===== config.mk =====
export PLATFORM = sky130hd
export DESIGN_NAME = omcs_top
export DESIGN_NICKNAME = d
export VERILOG_FILES = /design/src/omcs_pkg.sv /design/src/omcs_filt_if.sv /design/src/omcs_no_light_filter.sv /design/src/omcs_top.sv
export SDC_FILE = /design/constraint.sdc
export NUM_CORES = 1
export LEC_CHECK = 0
export ABC_AREA = 1
export BUFFER_PORTS_ARGS = -buffer_cell sky130_fd_sc_hd__buf_2
export CAP_MARGIN = 15
export CELL_PAD_IN_SITES_DETAIL_PLACEMENT = 1
export CELL_PAD_IN_SITES_GLOBAL_PLACEMENT = 2
export CORE_MARGIN = 4
export CORE_UTILIZATION = 30
export CTS_BUF_LIST = sky130_fd_sc_hd__clkbuf_4 sky130_fd_sc_hd__clkbuf_8 sky130_fd_sc_hd__clkbuf_16
export DETAILED_ROUTE_END_ITERATION = 16
export GPL_TIMING_DRIVEN = 0
export PLACE_DENSITY_LB_ADDON = 0.2
export RECOVER_POWER = 100
export SETUP_SLACK_MARGIN = 0.5
export SLEW_MARGIN = 20
export SYNTH_ARGS = -nofsm -noshare
export SYNTH_HDL_FRONTEND = slang
export SYNTH_SLANG_ARGS = --single-unit

===== constraint.sdc =====
create_clock -name i_clk -period 1.4 [get_ports i_clk]
set_input_delay 0.28 -clock i_clk [delete_from_list [all_inputs] [get_ports i_clk]]
set_output_delay 0.28 -clock i_clk [all_outputs]
set_load 0.005 [all_outputs]

===== src/omcs_pkg.sv =====
package omcs_pkg;
  // ==========================================================
  // clock
  localparam int unsigned CLK_PERIOD_NS = 100;
  // ==========================================================
  // times as given, in their own units
  localparam int unsigned LASER_OFF_MAX_US = 10;      // longest, off after request
  localparam int unsigned LASER_ON_MAX_MS = 1;        // longest, on after release
  localparam int unsigned INIT_MAX_MS = 300;          // longest, init window
  localparam int unsigned FAULT_FLAG_MAX_US = 100;    // longest, fault to flag
  localparam int unsigned CLEAR_HOLD_MIN_US = 10;     // least, disable hold to clear
  localparam int unsigned NO_LIGHT_MAX_US = 100;      // longest, indicator change
  localparam int unsigned POR_HOLD_MIN_MS = 140;      // least, internal reset hold
  localparam int unsigned ID_CLK_MAX_KHZ = 100;       // host limit on id clock
  // ==========================================================
  // cycle counts: least times round up, longest round down
  localparam int unsigned LASER_OFF_CYC = (LASER_OFF_MAX_US * 1000) / CLK_PERIOD_NS;
  localparam int unsigned FAULT_FLAG_CYC = (FAULT_FLAG_MAX_US * 1000) / CLK_PERIOD_NS;
  localparam int unsigned NO_LIGHT_CYC = (NO_LIGHT_MAX_US * 1000) / CLK_PERIOD_NS;
  localparam int unsigned CLEAR_HOLD_CYC =
    (CLEAR_HOLD_MIN_US * 1000 + CLK_PERIOD_NS - 1) / CLK_PERIOD_NS;
  localparam int unsigned POR_HOLD_CYC =
    (POR_HOLD_MIN_MS * 1000000 + CLK_PERIOD_NS - 1) / CLK_PERIOD_NS;
  localparam int unsigned INIT_MAX_CYC = (INIT_MAX_MS * 1000000) / CLK_PERIOD_NS;
  localparam int unsigned LASER_ON_CYC = (LASER_ON_MAX_MS * 1000000) / CLK_PERIOD_NS;
  // ==========================================================
  // filter depth for the no-light detector, well inside the limit
  localparam int unsigned NO_LIGHT_FILT_CYC = 16;
  // ==========================================================
  // top-level sequencer states
  typedef enum logic [1:0] {
    OMCS_ST_INIT = 2'b00,   // internal reset hold, laser dark
    OMCS_ST_ON = 2'b01,     // laser lit
    OMCS_ST_OFF = 2'b10,    // host asked for dark
    OMCS_ST_FAULT = 2'b11   // shutdown latched
  } omcs_state_t;
endpackage


===== src/omcs_filt_if.sv =====
`timescale 1ns/1ps
// ==========================================================
// carrier between the sequencer and the no-light filter
interface omcs_filt_if;
  logic raw_dark;  // unfiltered no-light level
  logic dark;      // filtered, registered indicator
  modport ctrl (output raw_dark, input dark);
  modport filt (input raw_dark, output dark);
endinterface


===== src/omcs_no_light_filter.sv =====
`timescale 1ns/1ps
// ==========================================================
// debounce for the no-light indicator: changes only after the raw level
// has held steady, which keeps fibre flicker off the host pin
module omcs_no_light_filter #(
  parameter int unsigned FILT_CYC = omcs_pkg::NO_LIGHT_FILT_CYC
) (
  input wire logic i_clk,
  input wire logic i_reset,
  omcs_filt_if.filt f
);
  localparam int W = $clog2(FILT_CYC + 1);
  logic [W-1:0] cnt_q;  // steady cycles seen
  logic [W-1:0] cnt_d;
  logic dark_q;         // indicator, dark after reset until light seen
  logic dark_d;

  // ==========================================================
  // next values
  always_comb
  begin
    cnt_d = cnt_q;
    dark_d = dark_q;
    if (f.raw_dark == dark_q)
    begin
      cnt_d = '0;  // level agrees, nothing pending
    end
    else if (cnt_q == W'(FILT_CYC - 1))
    begin
      dark_d = f.raw_dark;
      cnt_d = '0;
    end
    else
    begin
      cnt_d = cnt_q + W'(1);
    end
  end

  // ==========================================================
  // registers
  always_ff @(posedge i_clk)
  begin
    if (i_reset)
    begin
      cnt_q <= '0;
      dark_q <= 1'b1;
    end
    else
    begin
      cnt_q <= cnt_d;
      dark_q <= dark_d;
    end
  end

  assign f.dark = dark_q;
endmodule


===== src/omcs_top.sv =====
`timescale 1ns/1ps
module omcs_top #(
  parameter int unsigned POR_HOLD_CYC = omcs_pkg::POR_HOLD_CYC,
  parameter int unsigned CLEAR_HOLD_CYC = omcs_pkg::CLEAR_HOLD_CYC
) (
  input wire logic i_clk,
  input wire logic i_reset,                 // power-on reset
  input wire logic i_laser_off_req,         // host request, high = dark
  input wire logic i_laser_fault_det,       // safety circuit fault level
  input wire logic i_rx_dark,               // raw no-light from receiver
  input wire logic i_id_serial_clock,       // two-wire clock from host
  input wire logic i_id_serial_data,        // two-wire data sensed
  input wire logic i_id_mem_data_drive_low, // id memory wants data low
  output logic o_laser_enable,              // laser driver enable
  output logic o_laser_fault_flag,          // fault flag pin
  output logic o_no_light_indicator,        // no-light pin
  output logic o_presence_ground_pin,       // presence pin level
  output logic o_id_serial_data_out,        // data pin output value
  output logic o_id_serial_data_oe,         // data pin enable, open drain
  output logic o_id_mem_scl,                // clock to id memory
  output logic o_id_mem_sda                 // data to id memory
);
  localparam int PW = $clog2(POR_HOLD_CYC + 1);
  localparam int HW = $clog2(CLEAR_HOLD_CYC + 1);

  // ==========================================================
  // sequencer state
  omcs_pkg::omcs_state_t st_q;  // current state
  omcs_pkg::omcs_state_t st_d;
  logic [PW-1:0] por_q;          // init hold counter
  logic [PW-1:0] por_d;
  logic por_done;                // hold time served
  logic [HW-1:0] hold_q;         // request high-time counter in fault
  logic [HW-1:0] hold_d;
  logic en_q;                    // registered laser enable
  logic en_d;
  logic flag_q;                  // registered fault flag
  logic flag_d;

  omcs_filt_if filt_bus ();

  // hold served; the counter saturates here and never wraps
  assign por_done = (por_q == PW'(POR_HOLD_CYC - 1));

  // ==========================================================
  // next-state logic; laser enable and fault flag are each one register behind their cause,
  // far inside the 10 us and 100 us budgets at this clock
  always_comb
  begin
    st_d = st_q;
    por_d = por_q;
    hold_d = hold_q;
    // the hold counter runs in every state, so a fault cleared early
    // cannot light the laser before the supervisory time is served
    if (!por_done)
    begin
      por_d = por_q + PW'(1);
    end
    unique case (st_q)
      omcs_pkg::OMCS_ST_INIT:
      begin
        // hold dark until the supervisory time is served
        if (por_done)
        begin
          st_d = i_laser_off_req ? omcs_pkg::OMCS_ST_OFF : omcs_pkg::OMCS_ST_ON;
        end
        if (i_laser_fault_det)
        begin
          st_d = omcs_pkg::OMCS_ST_FAULT;
        end
      end
      omcs_pkg::OMCS_ST_ON:
      begin
        if (i_laser_fault_det)
        begin
          st_d = omcs_pkg::OMCS_ST_FAULT;
        end
        else if (i_laser_off_req)
        begin
          st_d = omcs_pkg::OMCS_ST_OFF;
        end
      end
      omcs_pkg::OMCS_ST_OFF:
      begin
        if (i_laser_fault_det)
        begin
          st_d = omcs_pkg::OMCS_ST_FAULT;
        end
        else if (!i_laser_off_req)
        begin
          st_d = omcs_pkg::OMCS_ST_ON;
        end
      end
      omcs_pkg::OMCS_ST_FAULT:
      begin
        // latched; only a long enough high request clears it,
        // counted while high and released on the falling edge
        if (i_laser_off_req)
        begin
          if (hold_q != HW'(CLEAR_HOLD_CYC))
          begin
            hold_d = hold_q + HW'(1);
          end
        end
        else
        begin
          if (hold_q == HW'(CLEAR_HOLD_CYC) && !i_laser_fault_det)
          begin
            // a clear inside the hold time goes back to init, still dark
            st_d = por_done ? omcs_pkg::OMCS_ST_ON : omcs_pkg::OMCS_ST_INIT;
          end
          hold_d = '0;
        end
      end
    endcase
    if (st_d != omcs_pkg::OMCS_ST_FAULT)
    begin
      hold_d = '0;
    end
  end

  // output next values; laser only in the lit state and never with a fault
  always_comb
  begin
    en_d = (st_d == omcs_pkg::OMCS_ST_ON) && !i_laser_off_req;
    flag_d = (st_d == omcs_pkg::OMCS_ST_FAULT);
  end

  // ==========================================================
  // registers
  always_ff @(posedge i_clk)
  begin
    if (i_reset)
    begin
      st_q <= omcs_pkg::OMCS_ST_INIT;
      por_q <= '0;
      hold_q <= '0;
      en_q <= 1'b0;
      flag_q <= 1'b0;
    end
    else
    begin
      st_q <= st_d;
      por_q <= por_d;
      hold_q <= hold_d;
      en_q <= en_d;
      flag_q <= flag_d;
    end
  end

  // ==========================================================
  // no-light path
  assign filt_bus.raw_dark = i_rx_dark;
  omcs_no_light_filter u_filt (
    .i_clk(i_clk),
    .i_reset(i_reset),
    .f(filt_bus.filt)
  );

  // ==========================================================
  // pins; the id path only passes through to the identification memory,
  // the data pin is open drain and only ever pulls low
  assign o_laser_enable = en_q;
  assign o_laser_fault_flag = flag_q;
  assign o_no_light_indicator = filt_bus.dark;
  assign o_presence_ground_pin = 1'b0;
  assign o_id_mem_scl = i_id_serial_clock;
  assign o_id_mem_sda = i_id_serial_data;
  assign o_id_serial_data_out = 1'b0;
  assign o_id_serial_data_oe = i_id_mem_data_drive_low;

  // ==========================================================
  // checks
  property p_off_fast;
    @(posedge i_clk) disable iff (i_reset)
      $rose(i_laser_off_req) |-> ##1 !o_laser_enable;
  endproperty
  a_off_fast: assert property (p_off_fast) else $error("laser still on after request");

  property p_on_fast;
    @(posedge i_clk) disable iff (i_reset)
      (st_q == omcs_pkg::OMCS_ST_OFF && !i_laser_off_req && !i_laser_fault_det)
        |-> ##1 o_laser_enable;
  endproperty
  a_on_fast: assert property (p_on_fast) else $error("laser not lit after release");

  property p_flag_fast;
    @(posedge i_clk) disable iff (i_reset)
      i_laser_fault_det |-> ##1 o_laser_fault_flag;
  endproperty
  a_flag_fast: assert property (p_flag_fast) else $error("fault flag late");

  property p_flag_dark;
    @(posedge i_clk) disable iff (i_reset)
      o_laser_fault_flag |-> !o_laser_enable;
  endproperty
  a_flag_dark: assert property (p_flag_dark) else $error("laser lit during shutdown");

  property p_latch;
    @(posedge i_clk) disable iff (i_reset)
      (o_laser_fault_flag && !i_laser_off_req) |-> ##1 (o_laser_fault_flag || $past(hold_q) != 0);
  endproperty
  a_latch: assert property (p_latch) else $error("fault flag dropped without clear");

  property p_short_pulse;
    @(posedge i_clk) disable iff (i_reset)
      (st_q == omcs_pkg::OMCS_ST_FAULT && $fell(i_laser_off_req) && hold_q < HW'(CLEAR_HOLD_CYC))
        |-> ##1 o_laser_fault_flag;
  endproperty
  a_short_pulse: assert property (p_short_pulse) else $error("short pulse cleared fault");

  property p_init_dark;
    @(posedge i_clk) disable iff (i_reset)
      (st_q == omcs_pkg::OMCS_ST_INIT || !por_done) |-> !o_laser_enable;
  endproperty
  a_init_dark: assert property (p_init_dark) else $error("laser lit during init");

  property p_req_high_dark;
    @(posedge i_clk) disable iff (i_reset)
      i_laser_off_req [*2] |-> !o_laser_enable;
  endproperty
  a_req_high_dark: assert property (p_req_high_dark) else $error("laser lit with request high");

  property p_presence;
    @(posedge i_clk) !o_presence_ground_pin;
  endproperty
  a_presence: assert property (p_presence) else $error("presence pin not grounded");

  property p_no_light;
    @(posedge i_clk) disable iff (i_reset)
      i_rx_dark [*8] ##1 i_rx_dark [*8] |-> ##[0:2] o_no_light_indicator;
  endproperty
  a_no_light: assert property (p_no_light) else $error("no-light indicator late");

  property p_light_back;
    @(posedge i_clk) disable iff (i_reset)
      !i_rx_dark [*8] ##1 !i_rx_dark [*8] |-> ##[0:2] !o_no_light_indicator;
  endproperty
  a_light_back: assert property (p_light_back) else $error("no-light indicator stuck");

  c_fault: cover property (@(posedge i_clk) disable iff (i_reset) $rose(o_laser_fault_flag));
  c_clear: cover property (@(posedge i_clk) disable iff (i_reset) $fell(o_laser_fault_flag));
  c_lit: cover property (@(posedge i_clk) disable iff (i_reset) $rose(o_laser_enable));
  c_dark: cover property (@(posedge i_clk) disable iff (i_reset) $rose(o_no_light_indicator));
endmodule


==> results.json <==
{
  "rsz0062_at_grt": "true",
  "crit_required_ns": 1.59,
  "yosysMostFrequentCell": "nand2_1",
  "cp_top_family": "simple AND/OR/NAND/NOR gates",
  "power.leakage_nw": 1.08,
  "cts_tree": "yes",
  "routed_wl_mm": 5.59,
  "cts_root_buf": "clkbuf_8",
  "antenna_found_initial": 0,
  "reg2regPathDepth": 10,
  "clkTransAtPathRegs_ns": 0.08,
  "setup_viol": 21,
  "core_um2": 6460,
  "reg2reg_from": "por_q[0]$_SDFFE_PP0P_",
  "final_cells": 411,
  "synth_ff_type": "dfxtp_1",
  "crit_path_end": "hold_q[0]$_SDFFE_PP0P_",
  "crit_type": "reg -> reg",
  "io_pins": 16,
  "synthArstFlopShare_pct": 0,
  "start_kind": "register",
  "crit_chain": "ha_4, nand3_4, nor2_4, nand4_1, nand2_1, nand2_1, nand2_2, nand2_4, nand2_8, nor2_2",
  "layout-drive-gt1-share_pct": 45.5,
  "power_frac_seq_pct": 46.7,
  "clockPowerShare_pct": 39.9,
  "fin_skew_ns": 0.00254,
  "routabilityCongestion": 0.726,
  "syn-cell-area_um2": 2020,
  "cts.path.max_buffers": 2,
  "yosysTopAreaCellShare_pct": 37.6,
  "cts_inserted_buffers": 5,
  "regArea_um2": 800,
  "cts_sinks": 38,
  "fill_cells": 817,
  "yosysTopAreaCell": "dfxtp_1",
  "power.internal_mw": 1.76,
  "slew_headroom_pct": 55.2,
  "track_usage_pct": 14.2,
  "worst_slew_pin_slew_ns": 0.672,
  "grt_overflow": 0,
  "min_period_ns": 1.59,
  "dr.first_iter.drc_count": 43,
  "synth.distinct_cells": 37,
  "ys_warn_count": 0,
  "dieArea_um2": 8120,
  "r2r_end": "hold_q[0]$_SDFFE_PP0P_",
  "areaGrowthSynthToFinish_pct": 42.4,
  "crit_fanout": 8,
  "power_density_nw_per_um2": 838,
  "arrival_ns": 1.77,
  "via_per_inst": 4.76,
  "grt_max_degree": 13,
  "routedWlPerCell_um": 13.6,
  "synth_commonest_cells": "47 x nand2_1, 38 x dfxtp_1, 38 x inv_1",
  "drv_cap": 0,
  "reg2reg_slack_ns": -0.19,
  "syn_avg_cell_area_um2": 7.14,
  "violations": "setup timing",
  "startpoint": "por_q[0]$_SDFFE_PP0P_",
  "status": "finished, violations left",
  "cp.depth": 10,
  "critPathMostFrequentCell": "nand2_1",
  "m1WireLength_mm": 2.64,
  "highest_layer": "met4",
  "io_buffers": 10,
  "routed-via-count": 1957,
  "clock_latency_ns": 0.29,
  "firstDrtPassIters": 4,
  "wl_met2_mm": 2.71,
  "finalHoldViolations": 0,
  "final_nets": 346,
  "die_y_um": 90.1,
  "route.detailed.drc": 0,
  "synth_edf_count": 0,
  "worst_slack_ns": -0.186,
  "holdBufCountCts": 0,
  "postRouteAntennaNets": 0,
  "rows": 29,
  "crit_buf_inv": 0,
  "wl_met3_um": 154,
  "netlist_instances": 283,
  "setup_tns_ns": -2.36,
  "slew_viol_final": 0,
  "start_util_pct": 31.3,
  "hpwlAfterDp_mm": 3.66,
  "yosys_register_bits": 38,
  "grt_pass1_wl_mm": 9.40,
  "ir_drop_v": 0.000367,
  "antennaDiodeCount": 0,
  "endpoint_kind": "register",
  "fmax_mhz": 630,
  "switching_share_pct": 27.1,
  "synthTopCellsByArea": "dfxtp_1 38%, nand2_1 8.7%, inv_1 7.1%",
  "slowest_stage": "dfxtp_4",
  "whs_ns": 0.219,
  "power.switching_mw": 0.654,
  "critical_path.max_stage_delay_ns": 0.38,
  "grt_pass1_vias": 1981,
  "fin_crit_sh_pct": 113,
  "multiInputGateArea_um2": 1330,
  "pwr-share-comb_pct": 13.4,
  "htree_num_levels": 2,
  "dp.cells": 371,
  "ys_seq_area_share_pct": 37.6,
  "chipWidth_um": 90.1,
  "hp-class": "in -> reg"
}
-- power groups by stage --
stage | combinational [mW] | sequential [mW] | clock, mW
2_1_floorplan | 0.175 | 1.15 | 0
3_3_place_gp | 0.242 | 1.16 | 0
3_5_place_dp | 0.245 | 1.16 | 0
4_1_cts | 0.283 | 1.13 | 0.992
5_1_grt | 0.364 | 1.13 | 1.05
6_report | 0.324 | 1.13 | 0.963
-- kinds of logic after synthesis --
| logic type | Yosys count | synth area share [%] |
|---|---|---|
| other | 1 | 0.185 |
| flip-flops | 38 | 37.6 |
| XOR/XNOR | 3 | 1.30 |
| adder cells (fa/ha/maj) | 5 | 3.09 |
| AND/OR/NAND/NOR | 140 | 34.3 |
| AO/OA/AOI/OAI | 47 | 13.5 |
| buffers and inverters | 49 | 10.0 |
-- worst min-delay path, cell delays in order --
cell	delay (ns)
buf_2	0.11
nand2_2	0.06
nand3_2	0.04
-- sequential cells by signal (all words and copies together), names as in the netlist --
register,count
por_q,21
st_q,2
o_laser_enable,1
u_filt.cnt_q,5
u_filt.f.dark,1
o_laser_fault_flag,1
hold_q,7
-- placed cells by master, fill, tap and decap left out, types with 5 or more instances in the layout --
cell	instances
a21oi_1	16
buf_2	7
buf_4	24
buf_6	13
clkbuf_8	5
dfxtp_1	17
dfxtp_2	16
dfxtp_4	5
inv_1	35
inv_2	7
nand2_1	34
nand2_2	15
nand3_1	14
nor2_1	25
nor2_2	15
nor2_4	11
o21ai_1	6
o21ai_2	5
-- metal layers --
metal | vias up | GRT usage (%)
met5 | - | 0
met2 | 26 | 23.1
li1 | 1011 | -
met1 | 911 | 18.5
met3 | 9 | 2.67
met4 | 0 | 5.36
-- stage by stage --
step                power, mW  utilization, %  cell area [um^2]  worst slack [ns]
floorplan                1.33               -              2110           -0.0128
global placement         1.40            34.9              2250            -0.334
detailed placement       1.40            34.9              2250            -0.308
CTS                      2.40            41.2              2660            -0.127
global route             2.54            44.6              2880            -0.283
finish                   2.41            44.6              2880            -0.186
-- worst min-delay path by stage --
stage          cells after the start                    endpoint  slack, ns                  startpoint
6_report                           3  u_filt.f.dark$_SDFFE_PP1P_       0.22                   i_rx_dark
5_1_grt                            3  u_filt.f.dark$_SDFFE_PP1P_       0.24                   i_rx_dark
4_1_cts                            3  u_filt.f.dark$_SDFFE_PP1P_       0.23                   i_rx_dark
3_5_place_dp                       1  u_filt.cnt_q[0]$_SDFF_PP0_       0.43  u_filt.cnt_q[0]$_SDFF_PP0_
3_3_place_gp                       1  u_filt.cnt_q[0]$_SDFF_PP0_       0.43  u_filt.cnt_q[0]$_SDFF_PP0_
2_1_floorplan                      1          st_q[1]$_SDFF_PP0_       0.36                     i_reset
-- final cells by class --
type                            count  area share (%)
Sequential cell                    38            27.8
Buffer                              7            1.56
Tap cell                           77            3.35
Clock inverter                      3            1.39
Timing Repair Buffer               42            11.8
Inverter                           42            5.48
Clock buffer                        5            2.39
Multi-Input combinational cell    197            46.3
-- timing repair --
item,CTS,global route
setup endpoints to repair,41,41
pin swaps,22,25
buffers inserted,22,10
resized for setup,44,44
Note: power is estimated with default switching activity, not from simulation.
